**src/rtl/rtp_pkg.sv**
```systemverilog
// package of the reload timer pwm unit: register map, field positions,
// reset values and prescaler sizes.
// assumes an apb slave with 32-bit data; each register sits at four times its index.
package rtp_pkg;

    // register indices, byte address is index times four
    localparam logic [7:0]  IDX_MODE     = 8'hA8;
    localparam logic [7:0]  IDX_COUNT    = 8'hA9;
    localparam logic [7:0]  IDX_RELOAD   = 8'hAA;
    localparam logic [7:0]  IDX_DUTY     = 8'hAB;
    localparam logic [7:0]  IDX_ROUTE    = 8'hAC;
    localparam logic [7:0]  IDX_EXT      = 8'hDE;
    localparam logic [7:0]  IDX_CTRL     = 8'hE0;
    localparam int          ADDR_W       = 10;

    // mode register fields
    localparam int          MODE_PWM_EN  = 0;
    localparam int          MODE_SINGLE  = 1;
    localparam int          MODE_RATE_LO = 4;
    localparam int          MODE_TMR_EN  = 7;

    // route and extension fields
    localparam int          ROUTE_PIN0   = 4;
    localparam int          ROUTE_PIN1   = 5;
    localparam int          EXT_LO       = 4;

    // control and status fields
    localparam int          CTRL_SLOW    = 0;
    localparam int          CTRL_IRQ_EN  = 1;
    localparam int          CTRL_FLAG    = 2;
    localparam int          CTRL_FSTOP   = 3;

    // reset values
    localparam logic [7:0]  RST_BYTE     = 8'h00;
    localparam logic [5:0]  RST_SIX      = 6'h00;
    localparam logic [2:0]  RST_RATE     = 3'h0;

    // counter and prescaler sizes
    localparam logic [7:0]  CNT_TOP      = 8'hFF;
    localparam logic [7:0]  CNT_COMP_AT  = 8'hFE;
    localparam int          PRE_W        = 7;
    localparam logic [6:0]  PRE_MAX      = 7'h7F;

endpackage

```
**src/rtl/rtp_tick_if.sv**
```systemverilog
// bundle between the timer core, its prescaler and its phase sequencer.
// assumes all three parties run on the one system clock.
`timescale 1ns/1ps
interface rtp_tick_if;
    logic       enable;
    logic [2:0] rate;
    logic       slowSel;
    logic       slowTick;
    logic       tick;
    logic       restart;
    logic       overflow;
    logic       singlePulse;
    logic [1:0] extSel;
    logic       compNow;
    logic [1:0] phase;

    modport presc (input enable, rate, slowSel, slowTick, output tick);
    modport seq   (input restart, overflow, singlePulse, extSel, output compNow, phase);
    modport core  (output enable, rate, slowSel, slowTick, restart, overflow,
                   singlePulse, extSel, input tick, compNow, phase);
endinterface

```
**src/rtl/rtp_phase_seq.sv**
```systemverilog
// four-phase sequencer for the extension compensation.
// assumes overflow is a one-cycle pulse and restart marks a timer re-enable.
`timescale 1ns/1ps
module rtp_phase_seq
    import rtp_pkg::*;
(
    input  wire logic sys_clk,
    input  wire logic nrst,
    rtp_tick_if.seq   tif
);

    typedef struct packed {
        logic [1:0] phase;
        logic [1:0] ext;
    } rtp_seq_s;

    rtp_seq_s s;
    rtp_seq_s next_s;

    // phase 0 is the first sub-cycle; single pulse mode never compensates
    always_comb begin
        case (s.ext)
            2'h1:    tif.compNow = (s.phase == 2'h0);
            2'h2:    tif.compNow = (s.phase == 2'h0) || (s.phase == 2'h2);
            2'h3:    tif.compNow = (s.phase != 2'h3);
            default: tif.compNow = 1'b0;
        endcase
        if (tif.singlePulse) begin
            tif.compNow = 1'b0;
        end
    end
    assign tif.phase = s.phase;

    // a new setting is taken on restart or when a four-phase period closes
    always_comb begin
        next_s = s;
        if (tif.restart) begin
            next_s.phase = 2'h0;
            next_s.ext = tif.extSel;
        end else if (tif.overflow) begin
            next_s.phase = s.phase + 2'h1;
            if (s.phase == 2'h3) begin
                next_s.ext = tif.extSel;
            end
        end
    end

    always_ff @(posedge sys_clk or negedge nrst) begin
        if (!nrst) begin
            s <= '0;
        end else begin
            s <= next_s;
        end
    end
endmodule

```
**src/rtl/rtp_prescaler.sv**
```systemverilog
// prescaler: turns the chosen oscillator into a one-cycle count enable.
// assumes slowTick is a one-cycle pulse per slow oscillator period.
`timescale 1ns/1ps
module rtp_prescaler
    import rtp_pkg::*;
(
    input  wire logic sys_clk,
    input  wire logic nrst,
    rtp_tick_if.presc tif
);

    typedef struct packed {
        logic [PRE_W-1:0] cnt;
        logic             tick;
    } rtp_pre_s;

    rtp_pre_s s;
    rtp_pre_s next_s;
    logic     srcTick;
    logic [PRE_W-1:0] lastCnt;

    // code 000 divides by 128, each code halves it, 111 passes every edge
    assign lastCnt = PRE_MAX >> tif.rate;
    assign srcTick = tif.slowSel ? tif.slowTick : 1'b1;
    assign tif.tick = s.tick;

    // divider restarts with the timer so the first tick never comes early
    always_comb begin
        next_s = s;
        next_s.tick = 1'b0;
        if (!tif.enable) begin
            next_s.cnt = '0;
        end else if (srcTick) begin
            if (s.cnt >= lastCnt) begin
                next_s.cnt = '0;
                next_s.tick = 1'b1;
            end else begin
                next_s.cnt = s.cnt + 1'b1;
            end
        end
    end

    always_ff @(posedge sys_clk or negedge nrst) begin
        if (!nrst) begin
            s <= '0;
        end else begin
            s <= next_s;
        end
    end
endmodule

```
**src/rtl/rtp_timer_pwm.sv**
```systemverilog
// top of the reload timer pwm unit: apb registers, 8-bit counter with
// buffered reload, duty compare, pin routing and single-pulse handling.
// assumes apb on sys_clk, gpio levels synchronous, slowOscTick a one-cycle pulse.
`timescale 1ns/1ps
module rtp_timer_pwm
    import rtp_pkg::*;
(
    input  wire logic              sys_clk,
    input  wire logic              nrst,
    input  wire logic              psel,
    input  wire logic              penable,
    input  wire logic              pwrite,
    input  wire logic [ADDR_W-1:0] paddr,
    input  wire logic [31:0]       pwdata,
    output logic [31:0]            prdata,
    output logic                   pready,
    output logic                   pslverr,
    input  wire logic              slowOscTick,
    input  wire logic              fastOscStop,
    input  wire logic              gpio0Out,
    input  wire logic              gpio0OeN,
    input  wire logic              gpio1Out,
    input  wire logic              gpio1OeN,
    output logic                   pin0Out,
    output logic                   pin0OeN,
    output logic                   pin1Out,
    output logic                   pin1OeN,
    output logic                   timerIrq
);

    typedef struct packed {
        logic        tmrEn;
        logic [2:0]  rate;
        logic        single;
        logic        pwmEn;
        logic        tmrEnD;
        logic [7:0]  count;
        logic [7:0]  reloadBuf;
        logic [7:0]  reloadAct;
        logic [7:0]  duty;
        logic [7:0]  dutyAct;
        logic [5:0]  route;
        logic [5:0]  extReg;
        logic        slowSel;
        logic        irqEn;
        logic        flag;
        logic        pwmLevel;
        logic        pwmLive;
        logic        pin0Out;
        logic        pin0OeN;
        logic        pin1Out;
        logic        pin1OeN;
        logic        irq;
        logic        pready;
        logic        pslverr;
        logic [31:0] prdata;
    } rtp_state_s;

    rtp_state_s s;
    rtp_state_s next_s;
    rtp_tick_if tif ();

    logic       setup;
    logic       wrDone;
    logic [7:0] idx;
    logic       hit;
    logic       wrMode;
    logic       wrCount;
    logic       wrCtrl;
    logic       step;
    logic       ovf;
    logic [7:0] countInc;
    logic [31:0] readVal;

    // bus decode; a write lands on the access edge where pready is seen
    assign setup = psel && !penable;
    assign wrDone = psel && penable && s.pready && pwrite;
    assign idx = paddr[ADDR_W-1:2];
    assign hit = (paddr[1:0] == 2'b00) && (idx == IDX_MODE || idx == IDX_COUNT ||
                 idx == IDX_RELOAD || idx == IDX_DUTY || idx == IDX_ROUTE ||
                 idx == IDX_EXT || idx == IDX_CTRL);
    assign wrMode = wrDone && idx == IDX_MODE;
    assign wrCount = wrDone && idx == IDX_COUNT;
    assign wrCtrl = wrDone && idx == IDX_CTRL;

    // counting only while enabled, one step per prescaled tick
    assign step = tif.tick && s.tmrEn;
    assign ovf = step && (s.count == CNT_TOP);
    assign countInc = s.count + 8'h01;

    // links to prescaler and phase sequencer
    assign tif.enable = s.tmrEn;
    assign tif.rate = s.rate;
    assign tif.slowSel = s.slowSel;
    assign tif.slowTick = slowOscTick;
    assign tif.restart = s.tmrEn && !s.tmrEnD;
    assign tif.overflow = ovf;
    assign tif.singlePulse = s.single;
    assign tif.extSel = s.extReg[EXT_LO +: 2];

    rtp_prescaler u_presc (
        .sys_clk (sys_clk),
        .nrst    (nrst),
        .tif     (tif.presc)
    );

    rtp_phase_seq u_phase (
        .sys_clk (sys_clk),
        .nrst    (nrst),
        .tif     (tif.seq)
    );

    // read mux; reload is write-only and reads as zero
    always_comb begin
        readVal = '0;
        case (idx)
            IDX_MODE: begin
                readVal[MODE_TMR_EN] = s.tmrEn;
                readVal[MODE_RATE_LO +: 3] = s.rate;
                readVal[MODE_SINGLE] = s.single;
                readVal[MODE_PWM_EN] = s.pwmEn;
            end
            IDX_COUNT: readVal[7:0] = s.count;
            IDX_DUTY:  readVal[7:0] = s.duty;
            IDX_ROUTE: readVal[5:0] = s.route;
            IDX_EXT:   readVal[5:0] = s.extReg;
            IDX_CTRL: begin
                readVal[CTRL_SLOW] = s.slowSel;
                readVal[CTRL_IRQ_EN] = s.irqEn;
                readVal[CTRL_FLAG] = s.flag;
                readVal[CTRL_FSTOP] = fastOscStop;
            end
            default:   readVal = '0;
        endcase
    end

    // whole next state; hardware events first, software writes after, except the flag clear which comes before the overflow set
    always_comb begin
        next_s = s;
        next_s.tmrEnD = s.tmrEn;

        // apb: answer prepared in setup, pready high for the one access cycle
        next_s.pready = setup;
        next_s.pslverr = setup && !hit;
        if (setup) begin
            next_s.prdata = readVal;
        end

        // enabling re-arms the cycle from the loaded values
        if (tif.restart) begin
            next_s.reloadAct = s.reloadBuf;
            next_s.dutyAct = s.duty;
            next_s.pwmLevel = s.duty > s.reloadBuf;
        end

        // counter, buffered reload and duty compare
        if (ovf) begin
            next_s.reloadAct = s.reloadBuf;
            next_s.dutyAct = s.duty;
            next_s.count = s.reloadBuf;
            next_s.pwmLevel = s.duty > s.reloadBuf;
        end else if (step) begin
            next_s.count = countInc;
            if (countInc == s.dutyAct) begin
                next_s.pwmLevel = 1'b0;
            end
            if (tif.compNow && s.count == CNT_COMP_AT) begin
                next_s.pwmLevel = 1'b1;
            end
        end

        // single pulse ends at its overflow; a software set in that cycle wins
        if (ovf && s.single && s.pwmLive) begin
            next_s.pwmEn = 1'b0;
        end

        // hand-over waits for the first tick; a finished pulse drops it at once, no glitch
        if (!(s.tmrEn && s.pwmEn) || (ovf && s.single)) begin
            next_s.pwmLive = 1'b0;
        end else if (tif.tick) begin
            next_s.pwmLive = 1'b1;
        end

        // sticky flag: a clear write of zero loses against a same-cycle overflow
        if (wrCtrl && !pwdata[CTRL_FLAG]) begin
            next_s.flag = 1'b0;
        end
        if (ovf) begin
            next_s.flag = 1'b1;
        end

        // register writes
        if (wrMode) begin
            next_s.tmrEn = pwdata[MODE_TMR_EN];
            next_s.rate = pwdata[MODE_RATE_LO +: 3];
            next_s.single = pwdata[MODE_SINGLE];
            next_s.pwmEn = pwdata[MODE_PWM_EN];
        end
        if (wrCount) begin
            next_s.count = pwdata[7:0];
        end
        if (wrDone && idx == IDX_RELOAD) begin
            next_s.reloadBuf = pwdata[7:0];
        end
        if (wrDone && idx == IDX_DUTY) begin
            next_s.duty = pwdata[7:0];
        end
        if (wrDone && idx == IDX_ROUTE) begin
            next_s.route = pwdata[5:0];
        end
        if (wrDone && idx == IDX_EXT) begin
            next_s.extReg = pwdata[5:0];
        end
        if (wrCtrl) begin
            next_s.slowSel = pwdata[CTRL_SLOW];
            next_s.irqEn = pwdata[CTRL_IRQ_EN];
        end

        // interrupt output follows the flag gated by its enable
        next_s.irq = next_s.flag && next_s.irqEn;

        // each pin carries pwm only when routed and live, else its gpio levels
        if (s.pwmLive && s.route[ROUTE_PIN0]) begin
            next_s.pin0Out = s.pwmLevel;
            next_s.pin0OeN = 1'b0;
        end else begin
            next_s.pin0Out = gpio0Out;
            next_s.pin0OeN = gpio0OeN;
        end
        if (s.pwmLive && s.route[ROUTE_PIN1]) begin
            next_s.pin1Out = s.pwmLevel;
            next_s.pin1OeN = 1'b0;
        end else begin
            next_s.pin1Out = gpio1Out;
            next_s.pin1OeN = gpio1OeN;
        end
    end

    // single state register; pins idle as released inputs under reset
    always_ff @(posedge sys_clk or negedge nrst) begin
        if (!nrst) begin
            s <= '0;
            s.pin0OeN <= 1'b1;
            s.pin1OeN <= 1'b1;
            s.rate <= RST_RATE;
            s.count <= RST_BYTE;
            s.route <= RST_SIX;
        end else begin
            s <= next_s;
        end
    end

    assign prdata = s.prdata;
    assign pready = s.pready;
    assign pslverr = s.pslverr;
    assign pin0Out = s.pin0Out;
    assign pin0OeN = s.pin0OeN;
    assign pin1Out = s.pin1Out;
    assign pin1OeN = s.pin1OeN;
    assign timerIrq = s.irq;
endmodule

```
**config.mk**
```make
export PLATFORM = sky130hd
export DESIGN_NAME = rtp_timer_pwm
export DESIGN_NICKNAME = d
export VERILOG_FILES = /design/src/rtl/rtp_pkg.sv /design/src/rtl/rtp_tick_if.sv /design/src/rtl/rtp_phase_seq.sv /design/src/rtl/rtp_prescaler.sv /design/src/rtl/rtp_timer_pwm.sv
export SDC_FILE = /design/constraint.sdc
export NUM_CORES = 1
export LEC_CHECK = 0
export ABC_AREA = 1
export BUFFER_PORTS_ARGS = -buffer_cell sky130_fd_sc_hd__buf_2
export CORE_MARGIN = 4
export CORE_UTILIZATION = 50
export DETAILED_ROUTE_END_ITERATION = 12
export GPL_ROUTABILITY_DRIVEN = 0
export GPL_TIMING_DRIVEN = 1
export PLACE_DENSITY = 0.73
export SYNTH_ARGS = -nofsm -noshare
export SYNTH_HDL_FRONTEND = slang
export SYNTH_HIERARCHICAL = 1
export SYNTH_SLANG_ARGS = --single-unit
```
**constraint.sdc**
```tcl
create_clock -name sys_clk -period 1.4 [get_ports sys_clk]
set_input_delay 0.42 -clock sys_clk [delete_from_list [all_inputs] [get_ports sys_clk]]
set_output_delay 0.42 -clock sys_clk [all_outputs]
set_load 0.02 [all_outputs]
```
# Yosys cells after proc, flatten, opt, wreduce, memory -nomap -nowiden
# Cells that the tools add are included.
# word_totals
output_inout_bits	39
inputBits	53
word_cells	130
register_bits	83
# op_classes
n_eq_ne	17
shifts	1
muxes	34
magnitude_cmp	2
n_reduce_logical	45
n_addsub	3
# ops
op	n
equality test 8 bit (second input constant)	9
2-to-1 mux 8 bit	6
logical AND 1 bit	24
case mux 2 bit (5 select lines)	2
2-to-1 mux 1 bit	16
2-to-1 mux 7 bit	2
case mux 2 bit (6 select lines)	1
adder 8 x 1 -> 8 bit (second input constant)	1
equality test 2 bit (second input constant)	4
equality test 8 bit	1
greater-than comparator 8 bit	1
logical OR 1 bit	8
2-to-1 mux 4 bit	2
nonzero test 2 bit	4
adder 7 x 1 -> 7 bit (second input constant)	1
>= comparator 7 bit	1
>> shifter 7 x 3 -> 7 bit (first input constant)	1
2-to-1 mux 2 bit	3
case mux 2 bit (3 select lines)	1
logical NOT 1 bit	5
logical NOT 2 bit	2
case mux 1 bit (3 select lines)	1
nonzero test 3 bit	1
adder 2 x 1 -> 2 bit (second input constant)	1
other kinds (4)	4

# Depth between registers and ports, before layout
# Gate-level depths: netlist of the first run.
# depth
depth_word	10
mapped_depth	12
ltp_nobuf	12

# Modules after synthesis
# The synthesis of the first run kept the hierarchy.
# by_module_without_submodules
mod	cells_each	seq_area_each_um2	instances	area_per_inst_um2
rtp_timer_pwm	501	1779.2	1	3972.6
rtp_prescaler	95	200.2	1	655.6
rtp_phase_seq	34	100.1	1	264.0

# Worst setup path before layout of the first run
# No wires, ideal clock.
# synth_path
kind	reg2reg
from	register s[88] in the netlist's numbering
to	register s[93] in the netlist's numbering
path_stages_with_launch	7
t_required_ns	1.261
synth_period_minus_slack_ns	1.533
setup_time_ns	0.139
slack_ns	-0.133
n_path_buf	0
arrival_ns	1.393
cell_sequence	dfrtp_1 ha_1 nand3_2 nor3_4 inv_2 o211ai_1 o221ai_1
# synth_via
elab_chain_cells	4
elab_cells_between_ends	7
cone_classes	add/sub (1); eq/ne (1); mux (3); reduce/logical (2)
# synth_lines
item	line_no	rtl
from (decl)	rtp_timer_pwm.sv:59	rtp_state_s s;
from (signal assigned)	rtp_timer_pwm.sv:249	s <= next_s;
equality test 8 bit *	rtp_timer_pwm.sv:88	assign ovf = step && (s.count == CNT_TOP);
logical AND 1 bit *	rtp_timer_pwm.sv:88	
via ovf	rtp_timer_pwm.sv:71	logic ovf;
2-to-1 mux 8 bit	rtp_timer_pwm.sv:157	if (ovf) begin
2-to-1 mux 8 bit	rtp_timer_pwm.sv:199	if (wrCount) begin
# Mark *: on every way through the listed nets, which the timed path passes. The rest lies on a longest branch. The select of a mux whose other input is x is not followed.
# A chain may end at the register's enable or synchronous reset.

==> results_tabular.tex, run 1 <==
\begin{tabular}{lr}
\hline
Metric & Value \\
\hline
\multicolumn{2}{l}{\textbf{Outcome}} \\
Run status & complete, but fails checks \\
Violated checks & negative setup slack \\
\multicolumn{2}{l}{\textbf{Clock network}} \\
Number of H-tree levels & 3 \\
Num Clock Sinks & 83 \\
Clock latency on the worst-skew pair & 0.36 ns \\
TritonCTS buffer count & 9 \\
Deepest clock path buffer count & 2 \\
CTS root buffer & clkbuf\_8 \\
Worst-path clk slew & 0.09 ns \\
TritonCTS clock tree & done \\
Hold buffer count at cts & 0 \\
\multicolumn{2}{l}{\textbf{Power}} \\
Power density cells & 725.8 mW/mm² \\
Internal power of the cells & 3.303 mW \\
Sw Share & 26.61\% \\
Gate power share & 9.0\% \\
Leakage power total & 3.108 nW \\
Worst IR drop on VDD & 491.0 µV \\
Part of the power in registers & 54.6\% \\
Switching pwr & 1.198 mW \\
Clock share of power & 36.4\% \\
\multicolumn{2}{l}{\textbf{Setup path}} \\
Critical path type & reg -> reg \\
Critical path launch point type & flip-flop \\
Register-to-register setup slack & -0.20 ns \\
Cells along the critical path & buf\_6, nand2\_4, nor2\_4, nand3\_2, nand3\_2, nand2\_1, nor2\_1, nand3\_1, nand2\_1, a21oi\_2 \\
Worst reg-to-reg path cell count & 10 \\
Worst path max stage delay & 0.43 ns \\
Required time of the critical path & 1.65 ns \\
Start of the worst register-to-register path & s[88] \\
Crit path capture type & flip-flop \\
Peak fanout along the critical path & 7 \\
Cell at the slowest stage of the critical path & dfrtp\_2 \\
R2R Path End & s[40] \\
Crit path DAT & 1.85 ns \\
\multicolumn{2}{l}{\textbf{Layout}} \\
Fill cell instance count of the final layout & 809 \\
Utilization of the core after routing & 66.17\% \\
Footprint of the flip-flops and latches & 0.002085 mm² \\
Leading cell type in the layout, fill and taps excluded & nand2\_1 \\
Count of non-filler cells in the finished layout & 879 \\
Synth-to-layout area growth & 27.14\% \\
Share of final-layout standard cells stronger than drive strength 1 & 30.53\% \\
Count of antenna diodes in the layout & 0 \\
Commonest non-fill, non-tap cells in the layout & nand2\_1 (139), inv\_1 (81), dfrtp\_1 (77) \\
Area of the multi-input gates & 0.002510 mm² \\
Number of nets in the finished design & 819 \\
\multicolumn{2}{l}{\textbf{Detailed routing}} \\
Antenna-violating nets left & 0 \\
Total vias in the final route & 4589 \\
Detailed Routing Iterations Pass 1 & 5 \\
Routed wire length & 13390 µm \\
Per-cell routed wire length & 15.23 µm \\
Post-DR vias/cell & 5.221 \\
Initial detailed-routing violation count & 351 \\
Remaining DRCs & 0 \\
\multicolumn{2}{l}{\textbf{Logic synthesis}} \\
Cell area after synthesis & 0.004877 mm² \\
Number of standard cells after synthesis & 628 \\
Syn. warnings & 6 \\
Post-Synthesis Mean Instance Area & 7.766 µm² \\
\multicolumn{2}{l}{\textbf{Timing}} \\
Endpoints failing hold & 0 \\
Final period util & 113.9\% \\
Maximum achievable frequency & 626.9 MHz \\
Endpoints failing setup & 32 \\
Final critical-path required period & 1.595 ns \\
Worst clock skew & 0.006805 ns \\
Max-slew violation count & 0 \\
Post-Route Setup TNS & -3.450 ns \\
Final worst slack & -0.1953 ns \\
WHS & 0.06612 ns \\
Unrepaired setup endpoints after global routing & true \\
\multicolumn{2}{l}{\textbf{Placement}} \\
Number of port buffers & 43 \\
Detail Placement HPWL & 9651 µm \\
Placed cell count & 857 \\
\multicolumn{2}{l}{\textbf{Global routing}} \\
Congestion Overflow GR & 0 \\
Global-route usage over all layers & 23.30\% \\
Initial antenna violation count & 0 \\
First-pass GRT wire length & 20960 µm \\
Maximum number of pins on one net before global-route repair & 84 \\
Vias in the first global route & 4378 \\
\multicolumn{2}{l}{\textbf{Floorplanning}} \\
Number of top-level design ports & 92 \\
Full die area & 0.01140 mm² \\
Die extent in y & 106.8 µm \\
Die width & 106.8 µm \\
Cell Rows & 35 \\
Starting utilization of the core area & 52.04\% \\
Core ar. & 0.009371 mm² \\
\multicolumn{2}{l}{\textbf{Job}} \\
Number of violations of the max-capacitance limit & 0 \\
\multicolumn{2}{l}{\textbf{Hold path}} \\
Worst hold path class & in -> async \\
\hline
\end{tabular}
==> through the flow <==
stage | setup WS [ns] | power [mW] | area, µm²
CTS | -0.1821 | 4.503 | 5958
detailed placement | -0.2805 | 2.888 | 5663
global placement | -0.2306 | 2.877 | 5663
floorplan | -0.05202 | 2.773 | 5002
global route | -0.3289 | 4.675 | 6201
finish | -0.1953 | 4.500 | 6201
==> power groups by stage <==
stage,clock [mW],combinational [mW],sequential [mW]
finish,1.64,0.405,2.46
global route,1.77,0.445,2.46
CTS,1.65,0.393,2.46
detailed placement,0,0.385,2.50
global placement,0,0.377,2.50
floorplan,0,0.261,2.51
==> final cells by class <==
type	count	share of cell area (%)
repair buffers	123	14.37
clock inverters	4	0.4036
multi-input cells	433	40.48
well taps	129	2.603
inverters	95	6.033
flip-flops and latches	83	33.62
clock buffers	12	2.502
==> how the worst max path moves through the flow <==
stage | startpoint | end | slack (ns) | depth (start not counted)
after floorplan | s[89] | s[88] | -0.05 | 6
after global placement | paddr[4] | s[97] | -0.23 | 9
after detailed placement | paddr[4] | prdata[6] | -0.28 | 9
after CTS | tif.rate[2] | u_presc/s[2] | -0.18 | 8
after global routing | tif.rate[1] | u_presc/s[6] | -0.33 | 10
final | s[88] | s[40] | -0.20 | 10
==> what timing repair did <==
item / CTS / global route
endpoints found under the setup margin: 34 / 51
cloned: 0 / 1
pin swaps: 18 / 38
resized for setup: 35 / 65
buffers inserted: 1 / 4
==> critical path, delay by kind of cell (launching register included) <==
kind	cells	cell delay (ns)
and+or+nand+nor	8	0.86
DFF	1	0.43
buffers and inverters	1	0.14
AOI/OAI and AO/OA	1	0.05
==> registers in the layout, indices dropped and copies added, names as in the netlist <==
signal             cells
timerIrq               1
pin1OeN                1
s                     50
tif.slowSel            1
u_phase/s              2
pin0OeN                1
u_presc/s              7
pin0Out                1
pslverr                1
tif.singlePulse        1
u_presc/tif.tick       1
pin1Out                1
u_phase/tif.phase      2
tif.enable             1
pready                 1
tif.rate               3
prdata                 8
==> per-layer routing <==
metal | vias up | global-route usage, % | part of all wire [%]
li1 | 2225 | - | -
met1 | 2202 | 28.96 | 42
met2 | 128 | 40.96 | 51
met3 | 34 | 3.974 | 4.8
met4 | 0 | 7.854 | 2.5
met5 | - | 0 | 0
Power figures use the tool's default switching activity.
==> run 2, diff against run 1 <==
--- a/config.mk
+++ b/config.mk
@@ -7,8 +7,10 @@
 export LEC_CHECK = 0
 export ABC_AREA = 1
 export BUFFER_PORTS_ARGS = -buffer_cell sky130_fd_sc_hd__buf_2
+export CORE_ASPECT_RATIO = 1.4
 export CORE_MARGIN = 4
 export CORE_UTILIZATION = 50
+export CTS_BUF_LIST = sky130_fd_sc_hd__clkbuf_4 sky130_fd_sc_hd__clkbuf_8 sky130_fd_sc_hd__clkbuf_16
 export DETAILED_ROUTE_END_ITERATION = 12
 export GPL_ROUTABILITY_DRIVEN = 0
 export GPL_TIMING_DRIVEN = 1
==> results_tabular.tex, run 2 (synthesis results as in run 1) <==
\begin{tabular}{lr}
\hline
Metric & Value \\
\hline
\multicolumn{2}{l}{\textbf{Timing}} \\
Final period util & 117.1\% \\
Endpoints failing hold & 0 \\
WHS & 0.2841 ns \\
Maximum achievable frequency & 610.1 MHz \\
Final critical-path required period & 1.639 ns \\
Max-slew violation count & 0 \\
Unrepaired setup endpoints after global routing & true \\
Endpoints failing setup & 35 \\
Final worst slack & -0.2392 ns \\
Worst clock skew & 0.008117 ns \\
\multicolumn{2}{l}{\textbf{Setup path}} \\
Cells along the critical path & inv\_1, ha\_1, a21oi\_1, o21a\_1, nand2\_1, nand3\_1, nand2\_1, nand2\_1, a21oi\_2 \\
Cell at the slowest stage of the critical path & dfrtp\_1 \\
Peak fanout along the critical path & 2 \\
Crit path DAT & 1.87 ns \\
Crit path capture type & flip-flop \\
Register-to-register setup slack & -0.24 ns \\
Critical path type & reg -> reg \\
Critical path launch point type & flip-flop \\
Most prevalent standard cell on the critical path & nand2\_1 \\
Worst path max stage delay & 0.36 ns \\
Required time of the critical path & 1.63 ns \\
\multicolumn{2}{l}{\textbf{Clock network}} \\
Number of H-tree levels & 3 \\
Worst-path clk slew & 0.07 ns \\
CTS root buffer & clkbuf\_16 \\
Clock latency on the worst-skew pair & 0.34 ns \\
TritonCTS buffer count & 9 \\
TritonCTS clock tree & done \\
Deepest clock path buffer count & 2 \\
Num Clock Sinks & 83 \\
\multicolumn{2}{l}{\textbf{Detailed routing}} \\
Per-cell routed wire length & 16.82 µm \\
Routed wire length & 15160 µm \\
Total vias in the final route & 4849 \\
Detailed Routing Iterations Pass 1 & 5 \\
Remaining DRCs & 0 \\
Post-DR vias/cell & 5.382 \\
Initial detailed-routing violation count & 348 \\
Antenna-violating nets left & 0 \\
\multicolumn{2}{l}{\textbf{Floorplanning}} \\
Die extent in y & 124.9 µm \\
Number of top-level design ports & 92 \\
Die width & 91.47 µm \\
Starting utilization of the core area & 51.28\% \\
Full die area & 0.01142 mm² \\
Cell Rows & 42 \\
Core ar. & 0.009512 mm² \\
\multicolumn{2}{l}{\textbf{Layout}} \\
Fill cell instance count of the final layout & 658 \\
Number of nets in the finished design & 838 \\
Max reg flops & 50 \\
Commonest non-fill, non-tap cells in the layout & nand2\_1 (133), buf\_4 (86), inv\_1 (80) \\
Area of the multi-input gates & 0.002658 mm² \\
Synth-to-layout area growth & 36.48\% \\
Count of antenna diodes in the layout & 0 \\
Most flop-heavy register & s \\
Share of final-layout standard cells stronger than drive strength 1 & 34.59\% \\
Footprint of the flip-flops and latches & 0.002083 mm² \\
Leading cell type in the layout, fill and taps excluded & nand2\_1 \\
\multicolumn{2}{l}{\textbf{Job}} \\
Number of violations of the max-capacitance limit & 0 \\
\multicolumn{2}{l}{\textbf{Global routing}} \\
Maximum number of pins on one net before global-route repair & 33 \\
Vias in the first global route & 4959 \\
Initial antenna violation count & 0 \\
First-pass GRT wire length & 23610 µm \\
Global-route usage over all layers & 26.12\% \\
Congestion Overflow GR & 0 \\
\multicolumn{2}{l}{\textbf{Power}} \\
Sum of internal, switching and leakage power & 5.352 mW \\
Power density cells & 804.0 mW/mm² \\
Leakage power total & 3.339 nW \\
Worst IR drop on VDD & 564.5 µV \\
\multicolumn{2}{l}{\textbf{Outcome}} \\
Run status & complete, but fails checks \\
Violated checks & negative setup slack \\
\multicolumn{2}{l}{\textbf{Hold path}} \\
Worst hold path class & in -> reg \\
\multicolumn{2}{l}{\textbf{Placement}} \\
Number of port buffers & 43 \\
Detail Placement HPWL & 10300 µm \\
\hline
\end{tabular}
-- run 2: cell count changes in the layout (fill, tap and decap cells not counted), sizes merged --
cell	change
clkbuf	-3
inv	+3
dlygate4sd3	+1
buf	+18
-- run 2: per-layer routing --
layer | share of wire (%) | GRT usage, % | up-vias
li1 | - | - | 2262
met1 | 37 | 28.69 | 2334
met2 | 52 | 45.89 | 191
met3 | 5.3 | 4.411 | 62
met4 | 5.6 | 16.43 | 0
met5 | 0 | 0 | -
-- run 2: path summary, 6_finish.rpt --
kind,start,endpoint,cells after the start
max in group asynchronous,nrst,pin1OeN,3
min reg2reg,s[86],s[86],2
min in group asynchronous,nrst,u_presc/s[1],2
min,gpio0Out,pin0Out,3
max,s[87],s[40],9
max reg2reg,s[87],s[40],9
-- run 2: cell type report --
class                      count  share of cell area, %
clock buffer                   9                  3.383
tap                          132                  2.481
sequential                    83                  31.30
inverter                      95                  5.583
timing repair buffer         142                  16.18
clock inverter                 7                  1.147
multi-input combinational    433                  39.92
-- run 2: power breakdown --
| group | total [mW] | internal, mW | switching [mW] |
|---|---|---|---|
| Sequential | 2.46 | 2.44 | 0.0226 |
| Combinational | 0.435 | 0.143 | 0.292 |
| Clock | 2.46 | 1.40 | 1.06 |
-- run 2: critical path, delay by kind of cell, from the launching register on --
kind / cells / cell delay (ns)
AO/OA/AOI/OAI: 3 / 0.50
flip-flops: 1 / 0.36
AND/OR/NAND/NOR: 4 / 0.31
adder cells (fa/ha/maj): 1 / 0.30
buffers and inverters: 1 / 0.05
-- run 2: what timing repair did --
| item | 4_1_cts | 5_1_grt |
|---|---|---|
| hold buffers | 1 | 0 |
| resized for setup | 61 | 66 |
| buffers inserted | 9 | 4 |
| endpoints found under the hold margin | 15 | 0 |
| endpoints found under the setup margin | 33 | 69 |
| pin swaps | 32 | 14 |
| cloned | 1 | 0 |
-- run 2: per-stage QoR --
step / setup WS (ns) / utilization [%] / area (µm²) / cells / setup TNS, ns
floorplan: -0.05202 / - / 5002 / 651 / -0.2111
global placement: -0.2591 / 60.50 / 5754 / 870 / -12.52
detailed placement: -0.3295 / 60.50 / 5754 / 870 / -14.68
CTS: -0.1981 / 67.05 / 6377 / 897 / -2.253
global route: -0.3279 / 69.98 / 6656 / 901 / -6.691
finish: -0.2392 / 69.98 / 6656 / 901 / -4.971
